**config.mk**
```make
export PLATFORM = sky130hd
export DESIGN_NAME = himl_top
export DESIGN_NICKNAME = d
export VERILOG_FILES = /design/src/himl_top.v
export VERILOG_INCLUDE_DIRS = /design/src
export SDC_FILE = /design/constraint.sdc
export NUM_CORES = 1
export LEC_CHECK = 0
export ABC_AREA = 1
export BUFFER_PORTS_ARGS = -buffer_cell sky130_fd_sc_hd__buf_2
export CORE_AREA = 2 2 131 133
export DETAILED_ROUTE_END_ITERATION = 10
export DIE_AREA = 0 0 133 135
export PLACE_DENSITY = 0.66
export RECOVER_POWER = 50
export SYNTH_ARGS = -nofsm -noshare
export SYNTH_HDL_FRONTEND = slang
export SYNTH_SLANG_ARGS = --single-unit
```
**constraint.sdc**
```tcl
create_clock -name hclk -period 1.9 [get_ports hclk]
set_input_delay 0.285 -clock hclk [delete_from_list [all_inputs] [get_ports hclk]]
set_output_delay 0.285 -clock hclk [all_outputs]
set_load 0.05 [all_outputs]
```
**src/himl_regs.vh**
```
// register map, field positions and reset values of the interrupt mask logic
// ==========================================================================
// Function
// - a set main mask bit lets its event raise the processor interrupt
// - main mask changes only by writing ones at its set or clear address
// - mask bit 31 is a global gate; at zero no interrupt is driven
// - reading the main event clear address returns events ANDed with mask
// - any reset clears the global gate; other mask bits may be anything
// - main mask uses the event bit layout; reserved bits stay zero
// - iso event and mask registers: written ones set or clear, zeros do nothing
// - transmit summary event is set while transmit events AND mask is nonzero
// - receive summary event is set while receive events AND mask is nonzero
// - event set address reads raw bits, clear address reads masked bits
// - transmit context event sets when its last descriptor completes with field 11
// - receive context event sets when its last descriptor completes with field 11
// - mask bits of unimplemented contexts always read zero
// - after reset iso registers may hold anything; the cleared gate blocks interrupts
// - receive summary sits at bit 7, combinational, not latched
`ifndef HIML_REGS_VH
`define HIML_REGS_VH

// ==========================================================================
// register offsets (byte addresses, compared against haddr[11:0])
`define HIML_OFS_MAIN_EVT_SET  12'h000
`define HIML_OFS_MAIN_EVT_CLR  12'h004
`define HIML_OFS_MASK_SET      12'h008
`define HIML_OFS_MASK_CLR      12'h00C
`define HIML_OFS_TX_EVT_SET    12'h010
`define HIML_OFS_TX_EVT_CLR    12'h014
`define HIML_OFS_TX_MSK_SET    12'h018
`define HIML_OFS_TX_MSK_CLR    12'h01C
`define HIML_OFS_RX_EVT_SET    12'h020
`define HIML_OFS_RX_EVT_CLR    12'h024
`define HIML_OFS_RX_MSK_SET    12'h028
`define HIML_OFS_RX_MSK_CLR    12'h02C
`define HIML_OFS_LSB           0
`define HIML_OFS_MSB           11

// ==========================================================================
// field positions and layouts
`define HIML_GATE_BIT          31
`define HIML_TX_SUM_BIT        6
`define HIML_RX_SUM_BIT        7
`define HIML_MAIN_EVT_VALID    32'h47FB03FF
`define HIML_MAIN_MASK_VALID   32'hC7FB03FF
`define HIML_SUM_BITS          32'h000000C0
`define HIML_INT_ALWAYS        2'h3
`define HIML_HTRANS_NONSEQ_BIT 1

// ==========================================================================
// reset values and defaults
`define HIML_ZERO32            32'h00000000
`define HIML_MASK_RST          32'h00000000
`define HIML_ISO_RST           32'h00000000
`define HIML_TX_IMPL_DEF       32'h000000FF
`define HIML_RX_IMPL_DEF       32'h000000FF

`endif

```
**src/himl_top.v**
```verilog
// interrupt masking and aggregation with an AHB-Lite register slave
`timescale 1ns/10ps
`include "himl_regs.vh"

module himl_top #(
  parameter [31:0] TX_IMPL = `HIML_TX_IMPL_DEF,
  parameter [31:0] RX_IMPL = `HIML_RX_IMPL_DEF
) (
  // clock and reset
  input  wire        hclk,
  input  wire        hresetn,
  // ahb-lite slave
  input  wire        hsel,
  input  wire [31:0] haddr,
  input  wire [1:0]  htrans,
  input  wire        hwrite,
  input  wire [2:0]  hsize,
  input  wire [31:0] hwdata,
  input  wire        hready,
  output wire        hreadyout,
  output wire        hresp,
  output reg  [31:0] hrdata,
  // main event sources, levels
  input  wire [31:0] main_event_src,
  // per-context descriptor completion
  input  wire [31:0] tx_last_done,
  input  wire [63:0] tx_int_ctrl,
  input  wire [31:0] rx_last_done,
  input  wire [63:0] rx_int_ctrl,
  // interrupt and summaries
  output wire        irq,
  output wire        iso_transmit_summary,
  output wire        iso_receive_summary
);

  // ========================================================================
  // data-phase sequencer
  localparam [3:0] ST_IDLE = 4'b0001;
  localparam [3:0] ST_WR   = 4'b0010;
  localparam [3:0] ST_RD1  = 4'b0100;
  localparam [3:0] ST_RD2  = 4'b1000;

  reg  [3:0]  state;
  reg  [3:0]  next_state;
  reg  [11:0] dp_addr;
  wire        accept;

  assign accept    = hsel & hready & htrans[`HIML_HTRANS_NONSEQ_BIT];
  // reads take one wait state so that hrdata comes from a flip-flop
  assign hreadyout = ~(state == ST_RD1);
  assign hresp     = 1'b0;

  always @* begin
    next_state = ST_IDLE;
    case (state)
      ST_RD1: begin
        next_state = ST_RD2;
      end
      ST_IDLE, ST_WR, ST_RD2: begin
        if (accept) begin
          next_state = hwrite ? ST_WR : ST_RD1;
        end else begin
          next_state = ST_IDLE;
        end
      end
      default: begin
        next_state = ST_IDLE;
      end
    endcase
  end

  always @(posedge hclk or negedge hresetn) begin
    if (!hresetn) begin
      state   <= ST_IDLE;
      dp_addr <= 12'h000;
    end else begin
      state <= next_state;
      if (accept) begin
        dp_addr <= haddr[`HIML_OFS_MSB:`HIML_OFS_LSB];
      end
    end
  end

  // ========================================================================
  // write strobes, one per writable address; none for the two main event addresses
  wire wr;
  assign wr = (state == ST_WR);

  wire wr_mask_set;
  wire wr_mask_clr;
  wire wr_txe_set;
  wire wr_txe_clr;
  wire wr_txm_set;
  wire wr_txm_clr;
  wire wr_rxe_set;
  wire wr_rxe_clr;
  wire wr_rxm_set;
  wire wr_rxm_clr;

  assign wr_mask_set = wr & (dp_addr == `HIML_OFS_MASK_SET);
  assign wr_mask_clr = wr & (dp_addr == `HIML_OFS_MASK_CLR);
  assign wr_txe_set  = wr & (dp_addr == `HIML_OFS_TX_EVT_SET);
  assign wr_txe_clr  = wr & (dp_addr == `HIML_OFS_TX_EVT_CLR);
  assign wr_txm_set  = wr & (dp_addr == `HIML_OFS_TX_MSK_SET);
  assign wr_txm_clr  = wr & (dp_addr == `HIML_OFS_TX_MSK_CLR);
  assign wr_rxe_set  = wr & (dp_addr == `HIML_OFS_RX_EVT_SET);
  assign wr_rxe_clr  = wr & (dp_addr == `HIML_OFS_RX_EVT_CLR);
  assign wr_rxm_set  = wr & (dp_addr == `HIML_OFS_RX_MSK_SET);
  assign wr_rxm_clr  = wr & (dp_addr == `HIML_OFS_RX_MSK_CLR);

  // ones written at the set address set, at the clear address clear
  function [31:0] set_clr;
    input [31:0] cur;
    input [31:0] data;
    input        do_set;
    input        do_clr;
    begin
      set_clr = cur;
      if (do_set) begin
        set_clr = cur | data;
      end
      if (do_clr) begin
        set_clr = cur & ~data;
      end
    end
  endfunction

  // ========================================================================
  // per-context completion events
  wire [31:0] tx_hit;
  wire [31:0] rx_hit;

  genvar gi;
  generate
    for (gi = 0; gi < 32; gi = gi + 1) begin : g_ctx
      assign tx_hit[gi] = tx_last_done[gi] & (tx_int_ctrl[2*gi+1:2*gi] == `HIML_INT_ALWAYS);
      assign rx_hit[gi] = rx_last_done[gi] & (rx_int_ctrl[2*gi+1:2*gi] == `HIML_INT_ALWAYS);
    end
  endgenerate

  // ========================================================================
  // registers
  reg  [31:0] interrupt_enable_mask;
  reg  [31:0] iso_transmit_event_flags;
  reg  [31:0] iso_transmit_event_enable;
  reg  [31:0] iso_receive_event_flags;
  reg  [31:0] iso_receive_event_enable;

  wire [31:0] next_mask;
  wire [31:0] next_tx_evt;
  wire [31:0] next_tx_msk;
  wire [31:0] next_rx_evt;
  wire [31:0] next_rx_msk;

  assign next_mask   = set_clr(interrupt_enable_mask, hwdata, wr_mask_set, wr_mask_clr)
                       & `HIML_MAIN_MASK_VALID;
  // hardware set wins over a software clear in the same cycle
  assign next_tx_evt = (set_clr(iso_transmit_event_flags, hwdata, wr_txe_set, wr_txe_clr)
                       | tx_hit) & TX_IMPL;
  assign next_rx_evt = (set_clr(iso_receive_event_flags, hwdata, wr_rxe_set, wr_rxe_clr)
                       | rx_hit) & RX_IMPL;
  assign next_tx_msk = set_clr(iso_transmit_event_enable, hwdata, wr_txm_set, wr_txm_clr)
                       & TX_IMPL;
  assign next_rx_msk = set_clr(iso_receive_event_enable, hwdata, wr_rxm_set, wr_rxm_clr)
                       & RX_IMPL;

  always @(posedge hclk or negedge hresetn) begin
    if (!hresetn) begin
      interrupt_enable_mask     <= `HIML_MASK_RST;
      iso_transmit_event_flags  <= `HIML_ISO_RST;
      iso_transmit_event_enable <= `HIML_ISO_RST;
      iso_receive_event_flags   <= `HIML_ISO_RST;
      iso_receive_event_enable  <= `HIML_ISO_RST;
    end else begin
      interrupt_enable_mask     <= next_mask;
      iso_transmit_event_flags  <= next_tx_evt;
      iso_transmit_event_enable <= next_tx_msk;
      iso_receive_event_flags   <= next_rx_evt;
      iso_receive_event_enable  <= next_rx_msk;
    end
  end

  // ========================================================================
  // summaries and main event aggregation
  wire [31:0] tx_masked;
  wire [31:0] rx_masked;
  wire [31:0] main_event_flags;
  wire [31:0] main_masked;
  wire        global_interrupt_gate;

  assign tx_masked            = iso_transmit_event_flags & iso_transmit_event_enable;
  assign rx_masked            = iso_receive_event_flags & iso_receive_event_enable;
  assign iso_transmit_summary = |tx_masked;
  assign iso_receive_summary  = |rx_masked;

  // summary bits are not latched; they follow the context registers
  assign main_event_flags = ((main_event_src & ~`HIML_SUM_BITS)
                            | ({31'h00000000, iso_transmit_summary} << `HIML_TX_SUM_BIT)
                            | ({31'h00000000, iso_receive_summary} << `HIML_RX_SUM_BIT))
                            & `HIML_MAIN_EVT_VALID;

  assign main_masked           = main_event_flags & interrupt_enable_mask;
  assign global_interrupt_gate = interrupt_enable_mask[`HIML_GATE_BIT];
  assign irq                   = global_interrupt_gate & (|main_masked);

  // ========================================================================
  // read path
  reg [31:0] rd_mux;

  always @* begin
    rd_mux = `HIML_ZERO32;
    case (dp_addr)
      `HIML_OFS_MAIN_EVT_SET: rd_mux = main_event_flags;
      `HIML_OFS_MAIN_EVT_CLR: rd_mux = main_masked;
      `HIML_OFS_MASK_SET:     rd_mux = interrupt_enable_mask;
      `HIML_OFS_MASK_CLR:     rd_mux = interrupt_enable_mask;
      `HIML_OFS_TX_EVT_SET:   rd_mux = iso_transmit_event_flags;
      `HIML_OFS_TX_EVT_CLR:   rd_mux = tx_masked;
      `HIML_OFS_TX_MSK_SET:   rd_mux = iso_transmit_event_enable;
      `HIML_OFS_TX_MSK_CLR:   rd_mux = iso_transmit_event_enable;
      `HIML_OFS_RX_EVT_SET:   rd_mux = iso_receive_event_flags;
      `HIML_OFS_RX_EVT_CLR:   rd_mux = rx_masked;
      `HIML_OFS_RX_MSK_SET:   rd_mux = iso_receive_event_enable;
      `HIML_OFS_RX_MSK_CLR:   rd_mux = iso_receive_event_enable;
      default:                rd_mux = `HIML_ZERO32;
    endcase
  end

  always @(posedge hclk or negedge hresetn) begin
    if (!hresetn) begin
      hrdata <= `HIML_ZERO32;
    end else if (state == ST_RD1) begin
      hrdata <= rd_mux;
    end
  end

endmodule

```
; Word-level counts from Yosys, hierarchy flattened
; Index checks and enable logic that the tools add are counted.
[word_totals]
in_bits = 298
register_bits = 102
out_inout_bits = 37
[op_classes]
mux = 14
bitwise = 48
eq_ne = 31
n_reduce_logical = 11
[ops]
columns = operator, n
row1 = 32-bit one-hot mux with 9 select lines, 1
row2 = 32-bit OR reduction, 3
row3 = 32-bit 2-to-1 mux, 2
row4 = 8-bit 2-to-1 mux, 8
row5 = 8-bit AND, 6
row6 = 12-bit by 5-bit equality test with 1-bit output (second input constant), 4
row7 = 12-bit by 6-bit equality test with 1-bit output (second input constant), 4
row8 = 8-bit bitwise OR, 6
row9 = 31-bit by 32-bit AND with 32-bit output, 1
row10 = 32-bit AND, 1
row11 = 2-bit equality test (second input constant), 16
row12 = 32-bit inverter, 1
row13 = 32-bit bitwise OR, 1
row14 = 31-bit by 7-bit bitwise OR with 31-bit output, 1
row15 = 31-bit by 8-bit bitwise OR with 31-bit output, 1
row16 = 1-bit AND, 29
row17 = 12-bit by 4-bit equality test with 1-bit output (second input constant), 2
row18 = 12-bit by 3-bit equality test with 1-bit output (second input constant), 1
row19 = 12-bit logical NOT, 1
row20 = 4-bit one-hot mux with 2 select lines, 1
row21 = 3-bit 2-to-1 mux, 2
row22 = 2-bit nonzero test, 3
row23 = 2-bit OR reduction, 3
row24 = 4-bit by 1-bit equality test with 1-bit output (second input constant), 1
row25 = other kinds (5), 5

; Logic depth before layout (Yosys ltp)
[logic_depth]
ltp_word = 7
ltp_mapped = 11
ltp_nobuf = 11

; Worst setup path after synthesis
; No wires, ideal clock.
[synth_path]
kind = flip-flop to output port
from = register iso_transmit_event_flags[5]
to = output irq
t_required_ps = 1615
setup_slack_ps = -323
path_stages_with_launch = 9
t_arrival_ps = 1938
path_cell_list = dfrtp_1 -> nand2_1 -> nand2_1 -> nor2_1 -> nand2_1 -> nand2_1 -> nand2_1 -> inv_1 -> a31oi_1
[synth_via]
elab_chain_len = 7
[synth_rtl]
columns = element, line_no
row1 = from (decl), himl_top.v:144  ; reg [31:0] iso_transmit_event_flags;
row2 = from (signal assigned), himl_top.v:170  ; iso_transmit_event_flags <= `HIML_ISO_RST;
row3 = from (signal assigned), himl_top.v:176  ; iso_transmit_event_flags <= next_tx_evt;
row4 = 8-bit AND, himl_top.v:191  ; assign tx_masked = iso_transmit_event_flags & iso_transmit_event_enable;
row5 = 32-bit OR reduction, himl_top.v:193  ; assign iso_transmit_summary = |tx_masked;
row6 = net iso_transmit_summary, himl_top.v:32  ; output wire iso_transmit_summary,
row7 = 31-bit by 7-bit bitwise OR with 31-bit output, himl_top.v:197  ; assign main_event_flags = ((main_event_src & ~`HIML_SUM_BITS)
row8 = 31-bit by 8-bit bitwise OR with 31-bit output, himl_top.v:197
row9 = 31-bit by 32-bit AND with 32-bit output, himl_top.v:202  ; assign main_masked = main_event_flags & interrupt_enable_mask;
row10 = 32-bit OR reduction, himl_top.v:204  ; assign irq = global_interrupt_gate & (|main_masked);
row11 = 1-bit AND, himl_top.v:204
row12 = to (decl), himl_top.v:31  ; output wire irq,
; The timed path passes the listed nets, and every way through them passes these cells.

; Final worst setup path
[layout_path]
from = register interrupt_enable_mask[1]
to = output irq
[layout_via]
elab_chain_len = 3
[layout_rtl]
columns = element, line_no
row1 = from (decl), himl_top.v:143  ; reg [31:0] interrupt_enable_mask;
row2 = from (signal assigned), himl_top.v:169  ; interrupt_enable_mask <= `HIML_MASK_RST;
row3 = from (signal assigned), himl_top.v:175  ; interrupt_enable_mask <= next_mask;
row4 = 31-bit by 32-bit AND with 32-bit output, himl_top.v:202
row5 = 32-bit OR reduction, himl_top.v:204
row6 = 1-bit AND, himl_top.v:204
; No other way between the ends.

==> out/qor.txt <==
status -> finished, violations left
failing checks -> negative setup slack
Clock Tree Root -> clkbuf_16
ranking of synthesized cells by area -> dfrtp_1 (42%), nand2_1 (15%), nand3_1 (6.2%)
Core Area -> 16400 um^2
Final Hold Vio Count -> 0
wirelength, routed -> 16.7 mm
Crit Path Class -> flop to output port
gr usage total -> 19.2%
worst hold endpoint -> state[2]
Hold Crit Class -> input port to flop
count leader, synth -> nand2_1
worst path required time -> 1.62 ns
reg2reg path depth -> 9
Syn. warnings -> 0
synthesis-stage register bit count -> 92
DR pass1 iterations -> 5
dominant synthesized flop cell -> dfrtp_1
setup ws final -> -0.0366 ns
largest net degree at the start of global routing -> 36
total gr overflow -> 0
most frequent cells after synthesis -> nand2_1 (214), dfrtp_1 (91), nor2_1 (77)
first-pass GRT wire length -> 26.8 mm
Fmax achieved -> 0.516 GHz
total number of vias -> 5387
fin. max-slew vios -> 0
Critical Path Fanout Max -> 2
Core Util, Final -> 43.1%
Final nets -> 1190
sequential area share after synthesis -> 42.1%
Routed wire per std cell -> 15.0 um
worst skew pair latency -> 0.35 ns
Tmin final -> 1.94 ns
chip height -> 135 um
initial DRC count -> 388
final setup fails -> 1
vias in the first global route -> 5242
top cell type's share of synthesized area -> 41.6%
Avg Cell Area, Syn -> 7.68 um^2
Std-Cell Rows -> 47
initial antenna violation count -> 0
DRC errors left -> 0
max_slew headroom -> 44.0%
Worst Path Arrival -> 1.65 ns
reg-to-reg slack, setup -> 0.10 ns
pwr dens -> 697 nW/um^2
async set-reset flop share out of synthesis -> 100%
CTS clk-pin slew, worst paths -> 0.06 ns
Unique masters post-synth -> 38
I/O Pins -> 335
area grow syn2layout -> 29.4%
fraction of layout cells with a size suffix above 1 -> 29.3%
critical path launch point type -> flop
cts bufs inserted -> 9
Initial Util -> 33.3%
worst hold start -> hwrite
Tot Pwr -> 4.94 mW
hpwl dp -> 12.6 mm
Worst Clk Skew -> 0.0122 ns
CTS tree -> done
Post-synth EDFFs -> 0
Worst Max-Slew Pin Slew -> 0.840 ns
hold_ws -> 0.0985 ns
Mapped Area -> 5470 um^2
Lkg Pwr -> 3.67 nW
die area -> 18000 um^2
crit end category -> output port
# diodes -> 0
Post-Syn Instances -> 712
H-tree depth -> 3
Critical R2R Launch -> dp_addr[5]
FF-to-FF End -> hrdata[26]
fin crit share -> 102%
Hold Path Depth -> 2
antenna viol nets, final -> 0
pre-CTS setup slack -> 0.139 ns
Die Wd -> 133 um
largest area contributor in the netlist -> dfrtp_1
gpl congestion -> 0.948
VDD IR max -> 0.428 mV
Vias/cell -> 4.82
CTS max path bufs -> 2
Port-buffer cells -> 132
max-cap violation count -> 0
unrepaired setup endpoints after global routing -> yes
clk sinks -> 92
## placed cells by master, fill, tap and decap left out, drive strengths merged, types with 6 or more instances in the layout
cell type,netlist,routed
nand2,221,221
inv,72,72
o211ai,13,13
clkbuf,7,18
o21ai,30,30
conb,1,11
nand3,70,70
a2bb2oi,15,15
o22ai,13,13
dfrtp,91,91
a21boi,7,7
nand4,6,6
buf,25,185
mux2,17,17
nor3,15,15
nor2,90,90
a21oi,12,12
## cell type report
type | count | area, um^2
Sequential cell | 92 | 2300
Inverter | 73 | 275
Multi-Input combinational cell | 525 | 2760
Fill cell | 1671 | 9330
Timing Repair Buffer | 191 | 1160
Tap cell | 220 | 275
Clock inverter | 3 | 18.8
Clock buffer | 13 | 280
## logic make-up after synthesis
group           Yosys count  synth area share [%]
other cells               1                0.0686
compound gates           92                  11.1
mux                      17                  4.39
flops                    92                  42.1
simple gates            405                  33.7
buf+inv                 105                  8.67
## where the power goes
group | internal, mW | total (mW) | switching [mW]
sequential | 2.10 | 2.19 | 0.0906
combinational | 0.272 | 0.953 | 0.681
clock | 1.03 | 1.79 | 0.764
total | 3.40 | 4.94 | 1.54
## worst max-delay path, stage by stage, from the launching register on
cell and delay, ns:
dfrtp_1 0.42, nand2_2 0.11, nand2_1 0.08, nor4_2 0.29
buf_4 0.16, a31oi_4 0.07, buf_6 0.16
## metal layers
| metal | routed length (um) | GRT usage, % | share of wire, % |
|---|---|---|---|
| met1 | 7530 | 25.8 | 45 |
| met2 | 7570 | 30.8 | 45 |
| met3 | 1310 | 4.39 | 7.8 |
| met4 | 299 | 5.97 | 1.8 |
| met5 | 0 | 0 | 0 |
## worst max path at each step
stage | endpoint | slack, ns | cells past startpoint | from
after global routing | irq | -0.13 | 9 | iso_receive_event_flags[4]
after CTS | irq | -0.04 | 6 | interrupt_enable_mask[1]
after global placement | irq | 0.13 | 9 | iso_transmit_event_flags[6]
after floorplan | irq | 0.1 | 8 | iso_transmit_event_flags[5]
after detailed placement | interrupt_enable_mask[6] | 0.14 | 8 | state[1]
final | irq | -0.04 | 6 | interrupt_enable_mask[1]
## what timing repair did
action | CTS | global route
setup buffers | 8 | 14
endpoints found under the setup margin | 1 | 10
gates resized for setup | 7 | 6
hold endpoints to repair | 30 | 0
pin swaps | 2 | 6
hold buffers | 1 | 0
## through the flow
stage	area, um^2	cells	setup TNS [ns]
2_1_floorplan	5520	722	0
3_3_place_gp	6600	1078	0
3_5_place_dp	6600	1078	0
4_1_cts	6980	1103	-0.0402
5_1_grt	7080	1117	-0.159
6_report	7080	1117	-0.0366
(Power assumes the default switching activity.)
